**config.mk**
```make
export PLATFORM = sky130hd
export DESIGN_NAME = embedded_event_second_interrupt_pin_router
export DESIGN_NICKNAME = d
export VERILOG_FILES = /design/src/include/second_interrupt_pin_router_pkg.sv /design/src/hdl/event_status_unit.sv /design/src/hdl/embedded_event_second_interrupt_pin_router.sv
export SDC_FILE = /design/constraint.sdc
export NUM_CORES = 1
export LEC_CHECK = 0
export BUFFER_PORTS_ARGS = -buffer_cell sky130_fd_sc_hd__buf_2
export CELL_PAD_IN_SITES_DETAIL_PLACEMENT = 0
export CELL_PAD_IN_SITES_GLOBAL_PLACEMENT = 2
export CORE_AREA = 2 2 180 94
export DETAILED_ROUTE_END_ITERATION = 10
export DIE_AREA = 0 0 182 96
export GPL_ROUTABILITY_DRIVEN = 0
export PLACE_DENSITY = 0.74
export SLEW_MARGIN = 10
export SYNTH_ARGS = -nofsm -noshare
export SYNTH_HDL_FRONTEND = slang
export SYNTH_SLANG_ARGS = --single-unit
```
**constraint.sdc**
```tcl
create_clock -name aclk -period 1.7 [get_ports aclk]
set_input_delay 0.34 -clock aclk [delete_from_list [all_inputs] [get_ports aclk]]
set_output_delay 0.34 -clock aclk [all_outputs]
set_load 0.005 [all_outputs]
```
**src/include/second_interrupt_pin_router_pkg.sv**
```systemverilog
// shared constants, types and helpers for the second-pin event router
package second_interrupt_pin_router_pkg;

  // data and register widths
  localparam int DATA_W   = 32;
  localparam int REG_W    = 8;
  localparam int EMB_W    = 4;
  localparam int MACH_W   = 8;
  localparam int IRQ_W    = 6;
  localparam int IDX_LSB  = 2;
  localparam int IDX_MSB  = 9;

  // register indices; byte address is four times the index
  localparam logic [7:0] IDX_EMB_ROUTE   = 8'h0E;
  localparam logic [7:0] IDX_MACH_ROUTE_L = 8'h0F;
  localparam logic [7:0] IDX_MACH_ROUTE_H = 8'h10;
  localparam logic [7:0] IDX_EMB_STATUS  = 8'h12;
  localparam logic [7:0] IDX_MACH_STAT_L = 8'h13;
  localparam logic [7:0] IDX_MACH_STAT_H = 8'h14;
  localparam logic [7:0] IDX_LATCH_CFG   = 8'h17;
  localparam logic [7:0] IDX_IRQ_STATUS  = 8'h20;
  localparam logic [7:0] IDX_IRQ_MASK    = 8'h21;
  localparam logic [7:0] IDX_ROUTING_CFG = 8'h5F;

  // field positions inside the 8-bit registers
  localparam int BIT_LONG    = 7;
  localparam int BIT_SIGMOT  = 5;
  localparam int BIT_TILT    = 4;
  localparam int BIT_STEP    = 3;
  localparam int BIT_LATCH   = 7;
  localparam int BIT_MASTER  = 1;

  // reset values
  localparam logic [EMB_W-1:0]  EMB_ROUTE_RST  = 4'h0;
  localparam logic [MACH_W-1:0] MACH_ROUTE_RST = 8'h00;
  localparam logic [IRQ_W-1:0]  IRQ_MASK_RST   = 6'h00;
  localparam logic              LATCH_RST      = 1'b0;
  localparam logic              MASTER_RST     = 1'b0;

  // bus answers
  localparam logic [1:0] RESP_OKAY   = 2'b00;
  localparam logic [1:0] RESP_SLVERR = 2'b10;

  // embedded events, also the nibble order of the internal status
  typedef struct packed {
    logic long_timeout;
    logic significant_motion;
    logic tilt;
    logic step;
  } embedded_events_t;

  // spread a status/routing nibble over its byte positions
  function automatic logic [REG_W-1:0] emb_to_byte(input logic [EMB_W-1:0] n);
    logic [REG_W-1:0] b;
    b = 8'h00;
    b[BIT_LONG]   = n[3];
    b[BIT_SIGMOT] = n[2];
    b[BIT_TILT]   = n[1];
    b[BIT_STEP]   = n[0];
    return b;
  endfunction : emb_to_byte

  // gather the defined bits of a byte, dropping reserved positions
  function automatic logic [EMB_W-1:0] byte_to_emb(input logic [REG_W-1:0] b);
    return {b[BIT_LONG], b[BIT_SIGMOT], b[BIT_TILT], b[BIT_STEP]};
  endfunction : byte_to_emb

endpackage : second_interrupt_pin_router_pkg

```
**src/hdl/event_status_unit.sv**
```systemverilog
// status bits for a group of events, latched or following the events
`timescale 1ns/1ps

module event_status_unit #(
  parameter int W = 8
) (
  input  wire logic         aclk,        // system clock
  input  wire logic         aresetn,     // sync reset, active low
  input  wire logic [W-1:0] event_in,    // event levels or pulses
  input  wire logic         latch_mode,  // 1 holds bits until read
  input  wire logic         read_clear,  // read of the status register
  output logic      [W-1:0] status_ff    // detected state
);

  logic [W-1:0] nxt_status;

  initial begin
    if (W < 1) $error("event_status_unit: width must be at least one");
  end

  // latched: a new event wins over the clear of the same cycle
  assign nxt_status = latch_mode ? (event_in | (status_ff & ~{W{read_clear}}))
                                 : event_in;

  always_ff @(posedge aclk) begin
    if (!aresetn) status_ff <= '0;
    else          status_ff <= nxt_status;
  end
endmodule : event_status_unit

```
**src/hdl/embedded_event_second_interrupt_pin_router.sv**
```systemverilog
// second interrupt pin router for embedded events, with AXI4-Lite registers
//
// Local design decision: the AXI4-Lite interface to the registers.
`timescale 1ns/1ps

// What this block does
// - pin is OR of all routed events
// - long-timeout routing bit, reset zero, forwards event
// - significant-motion routing bit, reset zero, forwards event
// - tilt routing bit, reset zero, forwards event
// - step routing bit, reset zero, forwards event
// - master enable gates every pin routing bit
// - machines one to eight routing, reset zero
// - machines nine to sixteen routing, reset zero
// - status top bit shows long timeout
// - bit five significant motion; others read zero
// - status bit four shows tilt
// - status bit three shows step
// - machines one to eight status register
// - machines nine to sixteen status register
// - latch mode bit, default unlatched
module embedded_event_second_interrupt_pin_router #(
  parameter int ADDR_W = 12
) (
  input  wire logic                            aclk,                 // system clock
  input  wire logic                            aresetn,              // sync reset, low
  input  wire logic [ADDR_W-1:0]               awaddr,               // write address
  input  wire logic                            awvalid,              // write address valid
  output logic                                 awready,              // write address ready
  input  wire logic [second_interrupt_pin_router_pkg::DATA_W-1:0]   wdata,           // write data
  input  wire logic [second_interrupt_pin_router_pkg::DATA_W/8-1:0] wstrb,           // write strobes
  input  wire logic                            wvalid,               // write data valid
  output logic                                 wready,               // write data ready
  output logic [1:0]                           bresp,                // write response
  output logic                                 bvalid,               // write response valid
  input  wire logic                            bready,               // write response ready
  input  wire logic [ADDR_W-1:0]               araddr,               // read address
  input  wire logic                            arvalid,              // read address valid
  output logic                                 arready,              // read address ready
  output logic [second_interrupt_pin_router_pkg::DATA_W-1:0]   rdata,                // read data
  output logic [1:0]                           rresp,                // read response
  output logic                                 rvalid,               // read data valid
  input  wire logic                            rready,               // read data ready
  input  wire second_interrupt_pin_router_pkg::embedded_events_t embedded_events,    // embedded events
  input  wire logic [2*second_interrupt_pin_router_pkg::MACH_W-1:0] machine_events,  // machine 1 in bit 0
  output logic                                 second_interrupt_pin, // routed pin
  output logic                                 irq                   // summary interrupt
);

  initial begin
    if (ADDR_W < second_interrupt_pin_router_pkg::IDX_MSB + 1)
      $error("embedded_event_second_interrupt_pin_router: ADDR_W too small for the map");
  end

  ////////////////////////////////////////////////////////////////////////////
  // address helpers

  // word index of a byte address; out-of-window addresses give no hit
  function automatic logic [7:0] addr_index(input logic [ADDR_W-1:0] a);
    return a[second_interrupt_pin_router_pkg::IDX_MSB:second_interrupt_pin_router_pkg::IDX_LSB];
  endfunction : addr_index

  function automatic logic addr_mapped(input logic [ADDR_W-1:0] a);
    logic [7:0] i;
    logic       high_zero;
    i         = a[second_interrupt_pin_router_pkg::IDX_MSB:second_interrupt_pin_router_pkg::IDX_LSB];
    high_zero = ((a >> (second_interrupt_pin_router_pkg::IDX_MSB + 1)) == '0);
    return high_zero && (i == second_interrupt_pin_router_pkg::IDX_EMB_ROUTE
                      || i == second_interrupt_pin_router_pkg::IDX_MACH_ROUTE_L
                      || i == second_interrupt_pin_router_pkg::IDX_MACH_ROUTE_H
                      || i == second_interrupt_pin_router_pkg::IDX_EMB_STATUS
                      || i == second_interrupt_pin_router_pkg::IDX_MACH_STAT_L
                      || i == second_interrupt_pin_router_pkg::IDX_MACH_STAT_H
                      || i == second_interrupt_pin_router_pkg::IDX_LATCH_CFG
                      || i == second_interrupt_pin_router_pkg::IDX_IRQ_STATUS
                      || i == second_interrupt_pin_router_pkg::IDX_IRQ_MASK
                      || i == second_interrupt_pin_router_pkg::IDX_ROUTING_CFG);
  endfunction : addr_mapped

  ////////////////////////////////////////////////////////////////////////////
  // declarations

  logic                                  awready_ff, wready_ff, bvalid_ff;
  logic [1:0]                            bresp_ff, rresp_ff;
  logic                                  arready_ff, rvalid_ff;
  logic [second_interrupt_pin_router_pkg::DATA_W-1:0]    rdata_ff;
  logic                                  aw_got_ff, w_got_ff;
  logic [ADDR_W-1:0]                     aw_addr_ff;
  logic [second_interrupt_pin_router_pkg::REG_W-1:0]     w_data_ff;
  logic                                  w_lane0_ff;
  logic [second_interrupt_pin_router_pkg::EMB_W-1:0]     emb_route_ff;
  logic [second_interrupt_pin_router_pkg::MACH_W-1:0]    mach_route_l_ff, mach_route_h_ff;
  logic                                  latch_mode_ff, master_en_ff;
  logic [second_interrupt_pin_router_pkg::IRQ_W-1:0]     irq_mask_ff;
  logic                                  pin_ff, irq_ff;
  logic [second_interrupt_pin_router_pkg::EMB_W-1:0]     emb_status;
  logic [second_interrupt_pin_router_pkg::MACH_W-1:0]    mach_status_l, mach_status_h;
  logic [second_interrupt_pin_router_pkg::IRQ_W-1:0]     irq_status;

  ////////////////////////////////////////////////////////////////////////////
  // write channel

  // address and data are taken in either order and held until the write
  wire aw_take  = awvalid && awready_ff;
  wire w_take   = wvalid && wready_ff;
  wire aw_have  = aw_got_ff || aw_take;
  wire w_have   = w_got_ff || w_take;
  wire wr_fire  = aw_got_ff && w_got_ff && !bvalid_ff;
  wire b_done   = bvalid_ff && bready;
  wire nxt_aw_got  = aw_have && !wr_fire;
  wire nxt_w_got   = w_have && !wr_fire;
  wire nxt_bvalid  = wr_fire || (bvalid_ff && !bready);
  // each ready only while its own channel holds nothing and no response waits, so at most one write is in flight
  wire nxt_awready = !nxt_aw_got && !nxt_bvalid && !aw_got_ff;
  wire nxt_wready  = !nxt_w_got && !nxt_bvalid && !w_got_ff;

  wire [7:0] wr_idx   = addr_index(aw_addr_ff);
  wire       wr_map   = addr_mapped(aw_addr_ff);
  // only lane 0 carries register bits; other lanes are accepted and dropped
  wire       wr_en    = wr_fire && wr_map && w_lane0_ff;
  wire wr_emb_route   = wr_en && (wr_idx == second_interrupt_pin_router_pkg::IDX_EMB_ROUTE);
  wire wr_route_l     = wr_en && (wr_idx == second_interrupt_pin_router_pkg::IDX_MACH_ROUTE_L);
  wire wr_route_h     = wr_en && (wr_idx == second_interrupt_pin_router_pkg::IDX_MACH_ROUTE_H);
  wire wr_latch       = wr_en && (wr_idx == second_interrupt_pin_router_pkg::IDX_LATCH_CFG);
  wire wr_cfg         = wr_en && (wr_idx == second_interrupt_pin_router_pkg::IDX_ROUTING_CFG);
  wire wr_mask        = wr_en && (wr_idx == second_interrupt_pin_router_pkg::IDX_IRQ_MASK);
  wire [1:0] nxt_bresp = wr_map ? second_interrupt_pin_router_pkg::RESP_OKAY
                                : second_interrupt_pin_router_pkg::RESP_SLVERR;

  // write handshake state
  always_ff @(posedge aclk) begin
    if (!aresetn) begin
      awready_ff <= 1'b0;
      wready_ff  <= 1'b0;
      aw_got_ff  <= 1'b0;
      w_got_ff   <= 1'b0;
      bvalid_ff  <= 1'b0;
    end else begin
      awready_ff <= nxt_awready;
      wready_ff  <= nxt_wready;
      aw_got_ff  <= nxt_aw_got;
      w_got_ff   <= nxt_w_got;
      bvalid_ff  <= nxt_bvalid;
    end
  end

  // write payload holding, no reset needed for data
  always_ff @(posedge aclk) begin
    if (aw_take) aw_addr_ff <= awaddr;
    if (w_take) begin
      w_data_ff  <= wdata[second_interrupt_pin_router_pkg::REG_W-1:0];
      w_lane0_ff <= wstrb[0];
    end
    if (wr_fire) bresp_ff <= nxt_bresp;
  end

  ////////////////////////////////////////////////////////////////////////////
  // control registers

  // reserved routing positions are not stored, the host keeps them zero
  wire [second_interrupt_pin_router_pkg::EMB_W-1:0] nxt_emb_route =
    wr_emb_route ? second_interrupt_pin_router_pkg::byte_to_emb(w_data_ff) : emb_route_ff;

  // routing, latch mode and master enable, all zero after reset
  always_ff @(posedge aclk) begin
    if (!aresetn) begin
      emb_route_ff    <= second_interrupt_pin_router_pkg::EMB_ROUTE_RST;
      mach_route_l_ff <= second_interrupt_pin_router_pkg::MACH_ROUTE_RST;
      mach_route_h_ff <= second_interrupt_pin_router_pkg::MACH_ROUTE_RST;
      latch_mode_ff   <= second_interrupt_pin_router_pkg::LATCH_RST;
      master_en_ff    <= second_interrupt_pin_router_pkg::MASTER_RST;
      irq_mask_ff     <= second_interrupt_pin_router_pkg::IRQ_MASK_RST;
    end else begin
      emb_route_ff <= nxt_emb_route;
      if (wr_route_l) mach_route_l_ff <= w_data_ff;
      if (wr_route_h) mach_route_h_ff <= w_data_ff;
      if (wr_latch)   latch_mode_ff <= w_data_ff[second_interrupt_pin_router_pkg::BIT_LATCH];
      if (wr_cfg)     master_en_ff  <= w_data_ff[second_interrupt_pin_router_pkg::BIT_MASTER];
      if (wr_mask)    irq_mask_ff   <= w_data_ff[second_interrupt_pin_router_pkg::IRQ_W-1:0];
    end
  end

  ////////////////////////////////////////////////////////////////////////////
  // read channel

  wire       ar_take = arvalid && arready_ff;
  wire       r_done  = rvalid_ff && rready;
  wire [7:0] rd_idx  = addr_index(araddr);
  wire       rd_map  = addr_mapped(araddr);
  wire nxt_rvalid    = ar_take || (rvalid_ff && !rready);
  wire nxt_arready   = !nxt_rvalid && !ar_take;

  // reading a status register clears what it has shown while latched; unlatched status keeps following its events
  wire clr_emb    = ar_take && rd_map && (rd_idx == second_interrupt_pin_router_pkg::IDX_EMB_STATUS);
  wire clr_mach_l = ar_take && rd_map && (rd_idx == second_interrupt_pin_router_pkg::IDX_MACH_STAT_L);
  wire clr_mach_h = ar_take && rd_map && (rd_idx == second_interrupt_pin_router_pkg::IDX_MACH_STAT_H);
  wire clr_irq    = ar_take && rd_map && (rd_idx == second_interrupt_pin_router_pkg::IDX_IRQ_STATUS);

  // read data selection, unused bits and reserved positions read zero
  wire [second_interrupt_pin_router_pkg::REG_W-1:0] rd_byte =
    !rd_map ? 8'h00 :
    (rd_idx == second_interrupt_pin_router_pkg::IDX_EMB_ROUTE)    ?
      second_interrupt_pin_router_pkg::emb_to_byte(emb_route_ff) :
    (rd_idx == second_interrupt_pin_router_pkg::IDX_MACH_ROUTE_L) ? mach_route_l_ff :
    (rd_idx == second_interrupt_pin_router_pkg::IDX_MACH_ROUTE_H) ? mach_route_h_ff :
    (rd_idx == second_interrupt_pin_router_pkg::IDX_EMB_STATUS)   ?
      second_interrupt_pin_router_pkg::emb_to_byte(emb_status) :
    (rd_idx == second_interrupt_pin_router_pkg::IDX_MACH_STAT_L)  ? mach_status_l :
    (rd_idx == second_interrupt_pin_router_pkg::IDX_MACH_STAT_H)  ? mach_status_h :
    (rd_idx == second_interrupt_pin_router_pkg::IDX_LATCH_CFG)    ?
      (8'({latch_mode_ff}) << second_interrupt_pin_router_pkg::BIT_LATCH) :
    (rd_idx == second_interrupt_pin_router_pkg::IDX_IRQ_STATUS)   ? 8'(irq_status) :
    (rd_idx == second_interrupt_pin_router_pkg::IDX_IRQ_MASK)     ? 8'(irq_mask_ff) :
    (8'({master_en_ff}) << second_interrupt_pin_router_pkg::BIT_MASTER);
  wire [1:0] nxt_rresp = rd_map ? second_interrupt_pin_router_pkg::RESP_OKAY
                                : second_interrupt_pin_router_pkg::RESP_SLVERR;

  // read handshake state
  always_ff @(posedge aclk) begin
    if (!aresetn) begin
      arready_ff <= 1'b0;
      rvalid_ff  <= 1'b0;
      rdata_ff   <= '0;
      rresp_ff   <= second_interrupt_pin_router_pkg::RESP_OKAY;
    end else begin
      arready_ff <= nxt_arready;
      rvalid_ff  <= nxt_rvalid;
      if (ar_take) begin
        rdata_ff <= {{(second_interrupt_pin_router_pkg::DATA_W - second_interrupt_pin_router_pkg::REG_W){1'b0}}, rd_byte};
        rresp_ff <= nxt_rresp;
      end
    end
  end

  ////////////////////////////////////////////////////////////////////////////
  // event status

  event_status_unit #(.W(second_interrupt_pin_router_pkg::EMB_W)) emb_stat_u (
    .aclk       (aclk),
    .aresetn    (aresetn),
    .event_in   (embedded_events),
    .latch_mode (latch_mode_ff),
    .read_clear (clr_emb),
    .status_ff  (emb_status)
  );

  event_status_unit #(.W(second_interrupt_pin_router_pkg::MACH_W)) mach_l_stat_u (
    .aclk       (aclk),
    .aresetn    (aresetn),
    .event_in   (machine_events[second_interrupt_pin_router_pkg::MACH_W-1:0]),
    .latch_mode (latch_mode_ff),
    .read_clear (clr_mach_l),
    .status_ff  (mach_status_l)
  );

  event_status_unit #(.W(second_interrupt_pin_router_pkg::MACH_W)) mach_h_stat_u (
    .aclk       (aclk),
    .aresetn    (aresetn),
    .event_in   (machine_events[2*second_interrupt_pin_router_pkg::MACH_W-1:second_interrupt_pin_router_pkg::MACH_W]),
    .latch_mode (latch_mode_ff),
    .read_clear (clr_mach_h),
    .status_ff  (mach_status_h)
  );

  // summary interrupt sources are always sticky until read
  wire [second_interrupt_pin_router_pkg::IRQ_W-1:0] irq_events =
    {|machine_events[2*second_interrupt_pin_router_pkg::MACH_W-1:second_interrupt_pin_router_pkg::MACH_W],
     |machine_events[second_interrupt_pin_router_pkg::MACH_W-1:0], embedded_events};

  event_status_unit #(.W(second_interrupt_pin_router_pkg::IRQ_W)) irq_stat_u (
    .aclk       (aclk),
    .aresetn    (aresetn),
    .event_in   (irq_events),
    .latch_mode (1'b1),
    .read_clear (clr_irq),
    .status_ff  (irq_status)
  );

  ////////////////////////////////////////////////////////////////////////////
  // pin and interrupt outputs

  // each contribution is detected state AND route; one flop of delay on the pin
  wire [second_interrupt_pin_router_pkg::EMB_W-1:0]  emb_contrib   = emb_status & emb_route_ff;
  wire [second_interrupt_pin_router_pkg::MACH_W-1:0] mach_contrib_l = mach_status_l & mach_route_l_ff;
  wire [second_interrupt_pin_router_pkg::MACH_W-1:0] mach_contrib_h = mach_status_h & mach_route_h_ff;
  wire pin_cause = |emb_contrib || |mach_contrib_l || |mach_contrib_h;
  wire nxt_pin   = master_en_ff && pin_cause;
  wire nxt_irq   = |(irq_status & irq_mask_ff);

  always_ff @(posedge aclk) begin
    if (!aresetn) begin
      pin_ff <= 1'b0;
      irq_ff <= 1'b0;
    end else begin
      pin_ff <= nxt_pin;
      irq_ff <= nxt_irq;
    end
  end

  assign awready              = awready_ff;
  assign wready               = wready_ff;
  assign bvalid               = bvalid_ff;
  assign bresp                = bresp_ff;
  assign arready              = arready_ff;
  assign rvalid               = rvalid_ff;
  assign rdata                = rdata_ff;
  assign rresp                = rresp_ff;
  assign second_interrupt_pin = pin_ff;
  assign irq                  = irq_ff;
endmodule : embedded_event_second_interrupt_pin_router

```
==> results of run 1 <==
==> worst paths after layout <==
| path | startpoint | end | slack, ps | depth (start not counted) |
|---|---|---|---|---|
| min | wdata[5] | w_data_ff[5] | 170 | 1 |
| max reg2reg | aw_addr_ff[8] | irq_mask_ff[4] | 30 | 6 |
| min reg2reg | rdata[0] | rdata[0] | 450 | 2 |
| max | aw_addr_ff[8] | irq_mask_ff[4] | 30 | 6 |
==> cell type report <==
cell class / instances / area, sq um
inverter: 6 / 22.5
clock inverter: 6 / 62.6
multi-input combinational: 337 / 2150
fill: 1642 / 10300
clock buffer: 10 / 250
sequential: 92 / 2040
tap: 210 / 263
timing repair buffer: 135 / 871
==> what timing repair did <==
item	in CTS	in global routing
pin swaps	0	4
gates resized for setup	4	9
gates cloned	0	0
endpoints found under the setup margin	13	41
==> critical path, cell delays in order, from the launching register on <==
cell,delay [ps]
edfxtp_1,410
nor3_2,230
and4b_1,270
and4_4,270
buf_12,120
mux2i_1,210
nor2_1,50
==> cell usage after synthesis, drive strengths merged (4+ instances only) <==
| cell | count | area (sq um) |
|---|---|---|
| a21oi | 45 | 225 |
| a22oi | 15 | 118 |
| nand2b | 5 | 33.8 |
| nand2 | 30 | 115 |
| clkbuf | 13 | 48.8 |
| a22o | 5 | 43.8 |
| nand4 | 4 | 25.0 |
| a221oi | 7 | 61.3 |
| nor4 | 8 | 86.3 |
| nor3 | 13 | 76.3 |
| nor2 | 56 | 226 |
| buf | 31 | 231 |
| and2 | 6 | 37.5 |
| nand3 | 9 | 50.1 |
| o21a | 6 | 45.0 |
| mux2i | 23 | 230 |
| edfxtp | 20 | 601 |
| dfxtp | 72 | 1440 |
| nor3b | 4 | 30.0 |
| or3 | 4 | 25.0 |
| o21ai | 19 | 95.1 |
| inv | 6 | 22.5 |
==> cells by family after synthesis <==
group	Yosys count
mux	26
xor+xnor	2
flops	92
compound gates	125
other cells	1
simple gates	158
buf+inv	50
==> per-stage QoR <==
step	worst slack, ps	area [sq um]	TNS (ps)	util, %	instances
6_report	28.6	5660	0	35.5	796
5_1_grt	-46.5	5660	-94.8	35.5	796
4_1_cts	3.19	5630	0	35.3	796
3_3_place_gp	-242	5300	-6120	33.3	780
3_5_place_dp	-273	5300	-6400	33.3	780
2_1_floorplan	-74.9	4450	-118	-	479
==> power by group <==
part	total, W	switching [W]	internal [W]	leakage (nW)
clock	0.00205	0.000930	0.00112	0.154
sequential	0.00239	0.0000787	0.00231	0.776
combinational	0.000451	0.000254	0.000196	1.35
==> registers in the layout, indices dropped and copies added (netlist names), 4 cells and up <==
name                     count
mach_route_h_ff              8
irq_mask_ff                  6
w_data_ff                    8
emb_stat_u.status_ff         4
rdata                        8
mach_l_stat_u.status_ff      8
aw_addr_ff                  10
irq_stat_u.status_ff         6
mach_route_l_ff              8
mach_h_stat_u.status_ff      8
emb_route_ff                 4
==> placed cells by master, fill, tap and decap left out, drive strengths merged, types with 15 or more instances in the layout <==
| cell | count |
|---|---|
| nand2 | 30 |
| mux2i | 23 |
| o21ai | 19 |
| conb | 26 |
| buf | 135 |
| a22oi | 15 |
| nor2 | 56 |
| dfxtp | 72 |
| a21oi | 45 |
| edfxtp | 20 |
==> routing by layer <==
metal	GRT usage (%)	vias to the layer above	part of all wire (%)
met1	27.9	1867	56
met4	3.43	0	0.63
met3	5.03	7	9.0
li1	-	1884	-
met2	20.5	159	34
met5	0	-	0
==> impl_metrics.toml, run 1 <==
[route]
final_antenna_net_count = 0
wl_mm = 14.7
routed_via_density = 4.92
drc_errors = 0
wire_per_inst_microns = 18.4
first_pass_iters = 5
drt_iter0_markers = 467
vias = 3917

[synthesis]
synth_adder_area_share_pct = 0
synth_area_sq_mm = 0.00434
synth.distinct_cells = 69
yosysSeqAreaShare_pct = 47.0
synth_ff_type = "dfxtp_1"
syn_area_per_cell_sq_um = 9.57
synth_top_family_by_area = "simple AND/OR/NAND/NOR gates"
synthCells = 454
synth.area.mux_share_pct = 6.08
synth_compound_area_share_pct = 19.5
synthArstFlopShare_pct = 0
synth_xor_area_share_pct = 0.403
synth_edf_count = 20
synth-seq-cells = 92
yosys.area_share.simple_pct = 20.0
yosysWarnings = 0

[floorplanning]
core.rowCount = 33
fp.dieW_microns = 182
pin_count = 130
core_sq_mm = 0.0159
initial_utilization_pct = 27.3
die_area_sq_mm = 0.0175
dieHeight_microns = 96

[clocking]
clk-insertion-delay-late_ps = 340
cts.clk_slew.worst_paths_ps = 70
htreeDepth = 3
cts_buffers = 9
tritoncts = "done"
hold_buffers = 0
root_buffer = "clkbuf_16"
clock_path_buffers = 2
clock-sinks = 92
postCtsSetupBuffers = 0

[grt]
grt_antenna_before_repair = 0
grt_overflow_total = 0
grt_pass1_wl_mm = 21.7
grt_max_degree = 54
grtUsageTotal_pct = 17.0
grt_pass1_vias = 3610

[worst_hold_path]
hp-class = "primary input to flop"

[setup_path]
path_class = "flop to flop"
crit_fanout = 6
critPathRequiredTime_ps = 1940
cp.arrival_ps = 1910
endpoint_kind = "flop"
start_kind = "flop"

[power_and_ir_drop]
p_leak_nw = 2.28
power.density_mw_per_mm2 = 863
fin_total_pwr_w = 0.00489
ir_worst_vdd_uv = 474

[timing]
rsz0062_at_grt = "yes"
fmax_mhz = 598
finClkSkew_ps = 8.85
maxSlewViolCount = 0
period_minus_slack_ps = 1670
setup_viol = 0
maxSlewHeadroom_pct = 61.6
whs_ps = 170
worst_slew_pin_slew_ps = 574
min_period_over_period_pct = 98.3
finalHoldViolations = 0

[place]
dp_hpwl_mm = 12.1
numPortBuffers = 72

[cells_and_area]
drive_gt1_share_pct = 31.4
area_growth_pct = 30.3
antenna_cells = 0
nets = 668

[run_status]
run_status = "complete, no violations"

[flow_run]
drv_cap = 0
No activity file was read; power rests on OpenSTA's default activity.
==> run 2: changes to the inputs <==
--- a/config.mk
+++ b/config.mk
@@ -8,11 +8,11 @@
 export BUFFER_PORTS_ARGS = -buffer_cell sky130_fd_sc_hd__buf_2
 export CELL_PAD_IN_SITES_DETAIL_PLACEMENT = 0
 export CELL_PAD_IN_SITES_GLOBAL_PLACEMENT = 2
-export CORE_AREA = 2 2 180 94
+export CORE_AREA = 2 2 128 130
 export DETAILED_ROUTE_END_ITERATION = 10
-export DIE_AREA = 0 0 182 96
+export DIE_AREA = 0 0 130 132
 export GPL_ROUTABILITY_DRIVEN = 0
-export PLACE_DENSITY = 0.74
+export PLACE_DENSITY = 0.75
 export SLEW_MARGIN = 10
 export SYNTH_ARGS = -nofsm -noshare
 export SYNTH_HDL_FRONTEND = slang
==> run 2 against run 1 <==
Against the previous run:
- first-iteration DRC count decreased by 49%
- non-clock buffer count shrank 5
- count of clock-buffer cells in the layout is 1 higher
- clock skew shrank 2.7 ps
- maximum frequency up 3.1%
- setup slack better by 51 ps
- routed wire length is 11% lower
- critical path depth is 1 higher
- flip-flop and latch count stayed put
- critical path type is now primary input to flop
- largest cell class unchanged
- largest power group unchanged
==> impl_metrics.toml, run 2 (synthesis gave the netlist of run 1 again) <==
[run_status]
run_status = "complete, no violations"

[setup_path]
reg2reg_depth = 6
slowest_delay_ps = 600
r2r_start = "aw_addr_ff[9]"
regToRegSetupSlack_ps = 110
reg2reg_to = "emb_route_ff[2]"
cp.arrival_ps = 1910
slowest_stage = "or4_4"
crit_fanout = 5
path_class = "primary input to flop"
endpoint_kind = "flop"
critPathRequiredTime_ps = 1990
cp_cell_sequence = "buf_2, or4_4, buf_4, nor3_1, a311oi_1, o21ai_1, a22o_1"
start_kind = "primary input"

[clocking]
clock-sinks = 92
root_buffer = "clkbuf_16"
cts_buffers = 9
cts_resized = 0
htreeDepth = 3
clock_path_buffers = 2
hold_buffers = 0
tritoncts = "done"
postCtsSetupBuffers = 0
clk-insertion-delay-late_ps = 340
cts.clk_slew.worst_paths_ps = 60

[power_and_ir_drop]
ir_worst_vdd_uv = 590
power.density_mw_per_mm2 = 822
p_leak_nw = 2.23

[route]
drt_iter0_markers = 240
routed_via_density = 4.86
final_antenna_net_count = 0
wire_per_inst_microns = 16.4
drc_errors = 0
first_pass_iters = 5
wl_mm = 13.1
vias = 3870

[cells_and_area]
area_growth_pct = 29.0
largest_register_ff_count = 10
drive_gt1_share_pct = 29.9
finalInstanceArea_sq_mm = 0.00560
top_register = "aw_addr_ff"
nets = 663
antenna_cells = 0
layout_common_cells = "72 x dfxtp_1, 72 x buf_2, 54 x nor2_1"

[timing]
maxSlewViolCount = 0
worst_slew_pin_slew_ps = 650
rsz0062_at_grt = "yes"
period_minus_slack_ps = 1620
finClkSkew_ps = 6.14
min_period_over_period_pct = 95.3
maxSlewHeadroom_pct = 56.3
whs_ps = 167
setup_viol = 0
fmax_mhz = 617
finalHoldViolations = 0

[floorplanning]
die_area_sq_mm = 0.0172
fp.dieW_microns = 130
core_sq_mm = 0.0157
core.rowCount = 46
initial_utilization_pct = 27.6
pin_count = 130
dieHeight_microns = 132

[grt]
grt_antenna_before_repair = 0
grt_pass1_vias = 3761
grtUsageTotal_pct = 15.7
grt_max_degree = 58
grt_pass1_wl_mm = 20.5
grt_overflow_total = 0

[worst_hold_path]
hp-class = "primary input to flop"
min_to = "w_data_ff[7]"
min_path_cells = 1
hold_start = "wdata[7]"

[place]
dp_hpwl_mm = 10.4
numPortBuffers = 72
placed_area_sq_mm = 0.00530

[flow_run]
drv_cap = 0
## run 2: per-stage QoR
step / total power, W / utilization [%] / setup slack, ps / TNS (ps) / cells
3_5_place_dp: 0.00285 / 33.7 / -260 / -4830 / 781
3_3_place_gp: 0.00284 / 33.7 / -209 / -3890 / 781
2_1_floorplan: 0.00265 / - / -74.9 / -118 / 479
4_1_cts: 0.00465 / 35.4 / 10.2 / 0 / 797
5_1_grt: 0.00482 / 35.7 / -30.1 / -74.9 / 797
6_report: 0.00461 / 35.7 / 79.2 / 0 / 797
## run 2: worst max-delay path by stage
stage	slack [ps]	startpoint	depth (start not counted)	endpoint
after global routing	-30	aw_addr_ff[6]	6	emb_route_ff[0]
after CTS	10	aw_addr_ff[7]	5	bresp[1]
final	80	araddr[8]	7	rdata[5]
after floorplan	-70	araddr[4]	7	rdata[1]
after global placement	-210	araddr[8]	7	rdata[4]
after detailed placement	-260	araddr[8]	6	rdata[1]
## run 2: critical path, delay by kind of cell
kind / cells / cell delay (ps)
compound gates: 3 / 380
buf+inv: 2 / 330
simple gates: 2 / 860
## run 2: final cells by class
type                            count  area (sq um)
Fill cell                        1615         10100
Multi-Input combinational cell    337          2150
Sequential cell                    92          2040
Timing Repair Buffer              130           858
Tap cell                          216           270
Clock buffer                       11           233
Clock inverter                      5          28.8
Inverter                            6          22.5
## run 2: report_power, final
part           switching (W)  total [W]  leakage [nW]  internal, W
logic               0.000231   0.000430          1.33     0.000199
registers          0.0000675    0.00238         0.776      0.00231
clock network       0.000821    0.00180         0.123     0.000981
## run 2: layer usage
metal	track usage [%]	share of wire [%]
met5	0	0
met4	6.87	2.6
met3	3.49	5.8
met2	24.0	46
met1	21.3	46
